`src/rtl/shp_pkg.sv`:
```
// package for the serial flash pause and write-protect control block
package shp_pkg;
    // ****************************************
    // constants
    // ****************************************
    localparam int SYNC_STAGES = 2;
    localparam logic RST_PAUSED = 1'b0;
    localparam logic RST_SEL    = 1'b0;
    localparam logic RST_QE     = 1'b0;
    localparam logic RST_QPI    = 1'b0;
    localparam int   SHIFT_W    = 8;

    // ****************************************
    // types
    // ****************************************
    typedef enum logic [1:0] {
        SHP_IDLE,
        SHP_ACTIVE,
        SHP_PAUSED
    } shp_state_e;

    // pin levels after synchronisation
    typedef struct packed {
        logic cs_n;
        logic sck;
        logic pause_n;
        logic wp_n;
        logic si;
    } shp_pins_s;

    // mode bits from the status/command logic
    typedef struct packed {
        logic quad_enable_bit;
        logic four_line_command_mode;
    } shp_mode_s;

    // pin idle levels: deselected, clock low, pause and protect released
    localparam shp_pins_s RST_PINS = 5'h16;
endpackage

```
`src/rtl/shp_ctrl.sv`:
```
// pause, write-protect and serial front end of the flash port
module shp_ctrl
    import shp_pkg::*;
#(
    parameter int SHIFT_BITS = shp_pkg::SHIFT_W
) (
    // clock and reset
    input  wire logic               clk,
    input  wire logic               rst,
    // pins from the host, asynchronous
    input  wire shp_pkg::shp_pins_s pins,
    // mode bits, same clock
    input  wire shp_pkg::shp_mode_s mode,
    input  wire logic               status_wr_req,
    input  wire logic               fast_program_supply_pin,
    input  wire logic               out_bit,
    // serial outputs (enable low = driving)
    output logic                    so_out,
    output logic                    so_oe_n,
    output logic                    data_line_two_oe_n,
    // state to the core
    output logic                    paused,
    output logic                    selected,
    output logic                    iface_reset,
    output logic                    status_wr_ok,
    output logic                    fast_program_ok,
    output logic                    bit_valid,
    output logic [SHIFT_BITS-1:0]   shift_data
);
    import shp_pkg::*;

    // the shifter needs at least two bits to move data along
    if (SHIFT_BITS < 2 || SHIFT_BITS > 32) begin : g_bad_width
        $error("shp_ctrl: SHIFT_BITS out of range");
    end

    // ****************************************
    // pin synchroniser
    // ****************************************
    shp_pins_s s1_r;
    shp_pins_s s2_r;
    shp_pins_s s3_r;
    always_ff @(posedge clk) begin
        if (rst) begin
            s1_r <= RST_PINS; // idle levels, no false edge after reset
            s2_r <= RST_PINS;
            s3_r <= RST_PINS;
        end else begin
            s1_r <= pins;
            s2_r <= s1_r;
            s3_r <= s2_r;
        end
    end

    logic sck_rise;
    logic sck_fall;
    logic hold_fall;
    logic hold_rise;
    logic cs_rise;
    always_comb begin
        // edges from stage two against stage three only
        sck_rise  = s2_r.sck & ~s3_r.sck;
        sck_fall  = ~s2_r.sck & s3_r.sck;
        hold_fall = ~s2_r.pause_n & s3_r.pause_n;
        hold_rise = s2_r.pause_n & ~s3_r.pause_n;
        cs_rise   = s2_r.cs_n & ~s3_r.cs_n;
    end

    // ****************************************
    // selection and pause state
    // ****************************************
    shp_state_e state_r;
    shp_state_e state_nxt;
    logic       rst_pulse_nxt;
    always_comb begin
        state_nxt     = state_r;
        rst_pulse_nxt = 1'b0;
        case (state_r)
            SHP_IDLE: begin
                // select needs a fresh falling cs edge after reset
                if (~s2_r.cs_n & s3_r.cs_n)
                    state_nxt = SHP_ACTIVE;
            end
            SHP_ACTIVE: begin
                if (s2_r.cs_n) begin
                    state_nxt = SHP_IDLE;
                end else if (hold_fall && !s2_r.sck && !mode.four_line_command_mode
                             && !mode.quad_enable_bit) begin
                    state_nxt = SHP_PAUSED;
                end else if (hold_fall && !s2_r.sck && mode.quad_enable_bit
                             && !mode.four_line_command_mode) begin
                    state_nxt = SHP_ACTIVE;
                end
            end
            SHP_PAUSED: begin
                if (cs_rise || s2_r.cs_n) begin
                    state_nxt     = SHP_IDLE;
                    rst_pulse_nxt = 1'b1;
                end else if (hold_rise && !s2_r.sck) begin
                    state_nxt = SHP_ACTIVE;
                end
            end
            default: state_nxt = SHP_IDLE;
        endcase
    end

    // ****************************************
    // shifter
    // ****************************************
    logic [SHIFT_BITS-1:0] shift_r;
    logic [SHIFT_BITS-1:0] shift_nxt;
    logic                  bv_nxt;
    logic                  so_nxt;
    logic                  so_oe_n_nxt;
    always_comb begin
        shift_nxt   = shift_r;
        bv_nxt      = 1'b0;
        so_nxt      = so_out;
        so_oe_n_nxt = 1'b1;
        if (state_nxt == SHP_ACTIVE && state_r == SHP_ACTIVE) begin
            so_oe_n_nxt = 1'b0;
            // paused state freezes shift_r, keeping its place
            if (sck_rise) begin
                shift_nxt = {shift_r[SHIFT_BITS-2:0], s2_r.si};
                bv_nxt    = 1'b1;
            end
            if (sck_fall)
                so_nxt = out_bit;
        end
        if (state_nxt == SHP_IDLE && state_r == SHP_PAUSED)
            shift_nxt = '0;
    end

    // ****************************************
    // protection and fast program gating
    // ****************************************
    logic wr_ok_nxt;
    logic fp_ok_nxt;
    logic io2_oe_n_nxt;
    always_comb begin
        // quad mode turns protection off entirely
        wr_ok_nxt    = status_wr_req &
                       (mode.quad_enable_bit | s2_r.wp_n);
        io2_oe_n_nxt = ~(mode.quad_enable_bit & (state_nxt == SHP_ACTIVE)
                         & (state_r == SHP_ACTIVE));
        fp_ok_nxt    = fast_program_supply_pin &
                       ~mode.four_line_command_mode;
    end

    always_ff @(posedge clk) begin
        if (rst) begin
            state_r            <= SHP_IDLE;
            shift_r            <= '0;
            bit_valid          <= 1'b0;
            so_out             <= 1'b0;
            so_oe_n            <= 1'b1;
            data_line_two_oe_n <= 1'b1;
            paused             <= RST_PAUSED;
            selected           <= RST_SEL;
            iface_reset        <= 1'b0;
            status_wr_ok       <= 1'b0;
            fast_program_ok    <= 1'b0;
        end else begin
            state_r            <= state_nxt;
            shift_r            <= shift_nxt;
            bit_valid          <= bv_nxt;
            so_out             <= so_nxt;
            so_oe_n            <= so_oe_n_nxt;
            data_line_two_oe_n <= io2_oe_n_nxt;
            paused             <= (state_nxt == SHP_PAUSED);
            selected           <= (state_nxt != SHP_IDLE);
            iface_reset        <= rst_pulse_nxt;
            status_wr_ok       <= wr_ok_nxt;
            fast_program_ok    <= fp_ok_nxt;
        end
    end
    assign shift_data = shift_r;

    // ****************************************
    // checks
    // ****************************************
    chk_pause_needs_cs: assert property (@(posedge clk) disable iff (rst)
        state_nxt == SHP_PAUSED |-> !s2_r.cs_n)
        else $error("pause held with chip select high");
    chk_wp_blocks: assert property (@(posedge clk) disable iff (rst)
        status_wr_req && !s2_r.wp_n && !mode.quad_enable_bit |=> !status_wr_ok)
        else $error("status write passed while protected");
    chk_qe_frees_wp: assert property (@(posedge clk) disable iff (rst)
        status_wr_req && mode.quad_enable_bit |=> status_wr_ok)
        else $error("quad mode did not free protection");
    chk_fast_prog_gate: assert property (@(posedge clk) disable iff (rst)
        mode.four_line_command_mode |=> !fast_program_ok)
        else $error("fast program in four-line mode");
    chk_pause_entry: assert property (@(posedge clk) disable iff (rst)
        state_r == SHP_ACTIVE && state_nxt == SHP_PAUSED |-> hold_fall && !s2_r.sck)
        else $error("pause entered without low clock");
    chk_pause_exit: assert property (@(posedge clk) disable iff (rst)
        state_r == SHP_PAUSED && state_nxt == SHP_ACTIVE |-> hold_rise && !s2_r.sck)
        else $error("pause left without low clock");
    chk_cs_reset: assert property (@(posedge clk) disable iff (rst)
        state_r == SHP_PAUSED && s2_r.cs_n |=> iface_reset && !paused)
        else $error("no reset on deselect while paused");
    chk_pause_frozen: assert property (@(posedge clk) disable iff (rst)
        paused && state_r == SHP_PAUSED && !s2_r.cs_n |=> $stable(shift_r))
        else $error("shifter moved while paused");
    chk_desel_float: assert property (@(posedge clk) disable iff (rst)
        !selected |-> so_oe_n)
        else $error("output driven while deselected");
    chk_pause_float: assert property (@(posedge clk) disable iff (rst)
        paused |-> so_oe_n && data_line_two_oe_n && !bit_valid)
        else $error("activity while paused");
endmodule

```
`config.mk`:
```
export PLATFORM = sky130hd
export DESIGN_NAME = shp_ctrl
export DESIGN_NICKNAME = d
export VERILOG_FILES = /design/src/rtl/shp_pkg.sv /design/src/rtl/shp_ctrl.sv
export SDC_FILE = /design/constraint.sdc
export NUM_CORES = 1
export LEC_CHECK = 0
export BUFFER_PORTS_ARGS = -buffer_cell sky130_fd_sc_hd__buf_2
export CORE_ASPECT_RATIO = 1.5
export CORE_UTILIZATION = 45
export DETAILED_ROUTE_END_ITERATION = 10
export PLACE_DENSITY = 0.72
export SLEW_MARGIN = 40
export SYNTH_ARGS = -nofsm -noshare
export SYNTH_HDL_FRONTEND = slang
export SYNTH_SLANG_ARGS = --single-unit
```
`constraint.sdc`:
```
create_clock -name clk -period 1.9 [get_ports clk]
set_input_delay 0.19 -clock clk [delete_from_list [all_inputs] [get_ports clk]]
set_output_delay 0.19 -clock clk [all_outputs]
set_load 0.01 [all_outputs]
```
# Word level (Yosys, flattened, before mapping)
# Index checks and enable logic that the tools add are counted.
# classes
eq_ne,4
muxes,10
bitwise_logic,21
n_reduce_logical,20
# op_table
op,count
$mux W2,6
$and A1 B1 Y1,10
$not A1 Y1,10
$logic_and A1 B1 Y1,8
$pmux W2 S3,1
$reduce_or A2 Y1,3
$eq A2 B1 Y1 const B,2
$eq A2 B2 Y1 const B,2
$logic_not A2 Y1,2
$reduce_and A2 Y1,2
$logic_not A1 Y1,3
$mux W1,3
$reduce_bool A2 Y1,1
$logic_or A1 B1 Y1,1
$or A1 B1 Y1,1
# word_totals
regBits,32
input_bits,12
output_inout_bits,17

# Logic depth before layout (Yosys ltp)
# logic_depth
depth_word,13
mapped_depth,5

# Worst setup path before layout
# No wires, ideal clock.
# synth_path
path_kind,register -> register
start,register s2_r[3] (netlist name)
end,register so_out
setup_ps,72
t_arrival_ps,1242
required_time_ps,1828
setup_slack_ps,586
stages_incl_launch_ff,4
cell_sequence,dfxtp_1 -> or4b_4 -> o2111ai_2 -> mux2i_1
# synth_between
elab_chain_len,11
word_cells_on_any_way,18
cone_classes,1 x eq/ne; 6 x mux; 2 x bitwise; 9 x reduce/logical
# synth_lines
element,line_no,source
"start, declared",shp_ctrl.sv:41,shp_pins_s s2_r;
"start signal, assigned",shp_ctrl.sv:50,s2_r <= s1_r;
$logic_not A1 Y1,"shp_ctrl.sv:87, shp_ctrl.sv:90, shp_ctrl.sv:99",
$logic_and A1 B1 Y1,"shp_ctrl.sv:87, shp_ctrl.sv:90",
$logic_and A1 B1 Y1,shp_ctrl.sv:90,end else if (hold_fall && !s2_r.sck && mode.quad_enable_bit
$logic_and A1 B1 Y1,shp_ctrl.sv:91,&& !mode.four_line_command_mode) begin
$mux W2,shp_ctrl.sv:90,
$mux W2,shp_ctrl.sv:87,end else if (hold_fall && !s2_r.sck && !mode.four_line_command_mode
$mux W2,shp_ctrl.sv:85,if (s2_r.cs_n) begin
$pmux W2 S3,shp_ctrl.sv:78,case (state_r)
$eq A2 B1 Y1,shp_ctrl.sv:120,if (state_nxt == SHP_ACTIVE && state_r == SHP_ACTIVE) begin
$logic_and A1 B1 Y1,shp_ctrl.sv:120,
$reduce_and A2 Y1 (no line) (*),-,
"end signal, assigned",shp_ctrl.sv:167,so_out <= so_nxt;
"end, declared",shp_ctrl.sv:18,"output logic so_out,"
# Every way passes the cells marked *; elsewhere a longest branch is shown, timed or not.
# A chain may end at the register's enable or synchronous reset.

# Final worst setup path
# layout_path
start,register s2_r[3] (netlist name)
end,register paused
# layout_between
elab_chain_len,9
word_cells_on_any_way,14
cone_classes,1 x eq/ne; 6 x mux; 7 x reduce/logical
# layout_lines
element,line_no,source
$logic_not A1 Y1 (*),"shp_ctrl.sv:87, shp_ctrl.sv:90, shp_ctrl.sv:99",
$logic_and A1 B1 Y1,"shp_ctrl.sv:87, shp_ctrl.sv:90",
$logic_and A1 B1 Y1,shp_ctrl.sv:90,
$logic_and A1 B1 Y1,shp_ctrl.sv:91,
$mux W2,shp_ctrl.sv:90,
$mux W2,shp_ctrl.sv:87,
$mux W2,shp_ctrl.sv:85,
$pmux W2 S3 (*),shp_ctrl.sv:78,
$eq A2 B2 Y1 (*),shp_ctrl.sv:170,paused <= (state_nxt == SHP_PAUSED);
"end signal, assigned",shp_ctrl.sv:170,
"end, declared",shp_ctrl.sv:22,"output logic paused,"
# Marks and branches as above.

==> summary.md <==
| Metric | Value |
|---|---|
| Rel. slew slack | `65.13%` |
| Max frequency | `709.2 MHz` |
| Worst-path fanout max | `5` |
| Clock Sinks | `32` |
| IO Pins | `29` |
| Synth area leaders | `dfxtp_1 58%, or2_2 4.5%, a21oi_1 4.1%` |
| Setup crit end kind | `flop` |
| Worst VDD drop | `0.7088 mV` |
| Remaining Overflow, GRT | `0` |
| Area growth syn-to-layout | `21.51%` |
| Longest Clk Path Bufs | `2` |
| First-pass GRT wire length | `3208 um` |
| Clk Latency, worst-skew pair | `330 ps` |
| DP Wirelength | `1373 um` |
| IO Port Bufs | `28` |
| Ant. Diodes | `0` |
| Clock buffer count from CTS | `5` |
| Crit. Startpoint | `s2_r[3]` |
| Seq/Total Area, Yosys | `57.66%` |
| Die ar. | `0.002676 sq mm` |
| Cell Rows | `21` |
| Synth top area share | `57.66%` |
| Post-route insts no fill | `161` |
| Initial antenna violation count | `0` |
| Vias/cell | `5.280` |
| Setup violators final | `0` |
| Per-cell routed wire length | `11.60 um` |
| Placed Cells | `153` |
| Clk slew on worst S/H paths | `100 ps` |
| Yosys warns | `0` |
| Buffer count from post-CTS setup fixing | `0` |
| Tightest Pin Transition | `522.0 ps` |
| Hold depth | `2` |
| GP Congestion | `0.7549` |
| H-Tree Depth | `2` |
| Worst r2r src | `s2_r[3]` |
| DRC viols | `0` |
| Power Dens Cells | `971.1 mW/mm^2` |
| Register-to-Register Path Depth | `3` |
| DR iter-0 viols | `26` |
| FF+latch count, synth | `32` |
| Element type at the critical path start | `flop` |
| Area of the core | `0.002286 sq mm` |
| Layout cells sized above 1 | `35.51%` |
| Mean post-synth cell area | `10.19 sq um` |
| Final Hold Vio Count | `0` |
| Post-Syn Instances | `109` |
| Static Leakage | `0.5823 nW` |
| RSZ-0062 raised after global routing | `no` |
| Number of global-route vias before repair | `773` |
| Total global-route track usage | `16.29%` |
| Syn Nets | `121` |
| Final setup TNS | `0 ps` |
| Top cell type by total area after synthesis | `dfxtp_1` |
| Initial Util | `48.60%` |
| Hold_buf cts | `0` |
| Reg2reg setup slack | `490 ps` |
| Pre-antenna DRT Iters | `4` |
| Clock root cell | `clkbuf_4` |
| # fillers | `213` |
| Final min period | `1410 ps` |
| Largest net degree at the start of global routing | `22` |
| Setup CP Type | `flop to flop` |
| Resize count post-CTS | `0` |
| Count of unique library cells instantiated by Yosys | `28` |
| Layout net count | `149` |
| DIE HEIGHT | `62.86 um` |
| Hold WC Path Type | `input port to flop` |
| Clk_skew | `5.121 ps` |
| Vias after detailed routing | `850` |
| WP data arrival | `1690 ps` |
| CTS tree | `done` |
| Slew Limit Fails | `0` |
| Run status | `completed` |
| Maxcap violations | `0` |
| Hold_sp | `mode[0]` |
| DRT antenna net count | `0` |
| Post-synthesis cell area | `0.001111 sq mm` |
| DIE WIDTH | `42.57 um` |
| Ratio of final minimum period to clock period | `74.21%` |
| Worst EP required | `2180 ps` |
| WL final | `1867 um` |
## cell usage in the layout, fill, tap and decap left out, types with 2 or more instances in the layout
cell and count:
nor3b_1 3, nor2_1 4, o21ai_0 9, buf_2 28
dfxtp_1 32, clkbuf_4 5, nor2b_1 5, nor3_1 3
o21ba_1 2, nand3_1 8, or2_2 8, nand2_1 2
clkbuf_8 2, a21oi_1 9, nand2b_1 3, inv_1 2
## critical path: stages, from the launching register on
cell and delay [ps]:
dfxtp_1 350, or4b_4 590, nor4b_4 270, o21ba_1 150
## kinds of logic (layout without fill, tap and decap cells)
family                 count (synthesis)  after routing  share of synthesized area (%)
AND/OR/NAND/NOR                       42             42                          24.66
flip-flops                            32             32                          57.66
AO/OA/AOI/OAI                         24             24                          13.17
buffers and inverters                 10             39                          3.603
multiplexers                           1              1                         0.9009
## per-stage QoR
stage	instance area [sq um]	total power [mW]	hold slack, ps	setup WS, ps	util (%)
floorplan	1111	0.7388	251.9	586.4	-
global placement	1255	0.7555	372.2	535.4	54.90
detailed placement	1255	0.7578	377.0	486.0	54.90
CTS	1350	1.329	14.65	461.2	59.06
global route	1350	1.373	9.972	351.9	59.06
finish	1350	1.311	26.75	490.0	59.06
## area by class of cell
cell class / instances / area [sq um] / share of cell area (%)
Timing Repair Buffer: 29 / 147.6 / 10.94
Inverter: 2 / 7.507 / 0.5561
Clock buffer: 7 / 65.06 / 4.819
Sequential cell: 32 / 640.6 / 47.45
Tap cell: 23 / 28.78 / 2.132
Multi-Input combinational cell: 67 / 430.4 / 31.88
Clock inverter: 1 / 30.03 / 2.224
## Yosys cell counts (all sizes together)
| master | n |
|---|---|
| dfxtp | 32 |
| o21ai | 10 |
| a21oi | 9 |
| nand3 | 8 |
| or2 | 8 |
| clkbuf | 5 |
| nor2b | 5 |
| nor2 | 4 |
| nor3b | 4 |
| buf | 3 |
| nand2b | 3 |
| nor3 | 3 |
| inv | 2 |
| nand2 | 2 |
| o21ba | 2 |
| a211oi | 1 |
| a221oi | 1 |
| mux2i | 1 |
| nand3b | 1 |
| nor4b | 1 |
| o2111ai | 1 |
| or2b | 1 |
| or3b | 1 |
| or4b | 1 |
## state kept, by name, summed over array words and instances (netlist names)
| name | flops |
|---|---|
| s3_r | 3 |
| so_out | 1 |
| shift_data | 8 |
| data_line_two_oe_n | 1 |
| so_oe_n | 1 |
| selected | 1 |
| s2_r | 5 |
| iface_reset | 1 |
| s1_r | 5 |
| fast_program_ok | 1 |
| bit_valid | 1 |
| status_wr_ok | 1 |
| state_r | 2 |
| paused | 1 |
## report_power, final
group          switching, mW  internal (mW)
logic                 0.0241         0.0246
registers            0.00725          0.685
clock network          0.221          0.349
total                  0.252           1.06
## metal layers
layer	global-route usage (%)	up-vias	routed length (um)
met2	27.50	27	965
met1	15.57	386	758
met3	7.514	6	100
li1	-	431	-
met4	9.766	0	44
met5	0	-	0
## worst paths after layout
path                                        end
worst min register to register          s2_r[1]
worst min-delay path            fast_program_ok
worst max-delay path                     paused
worst max register to register           paused
Note: power is estimated with default switching activity, not from simulation.
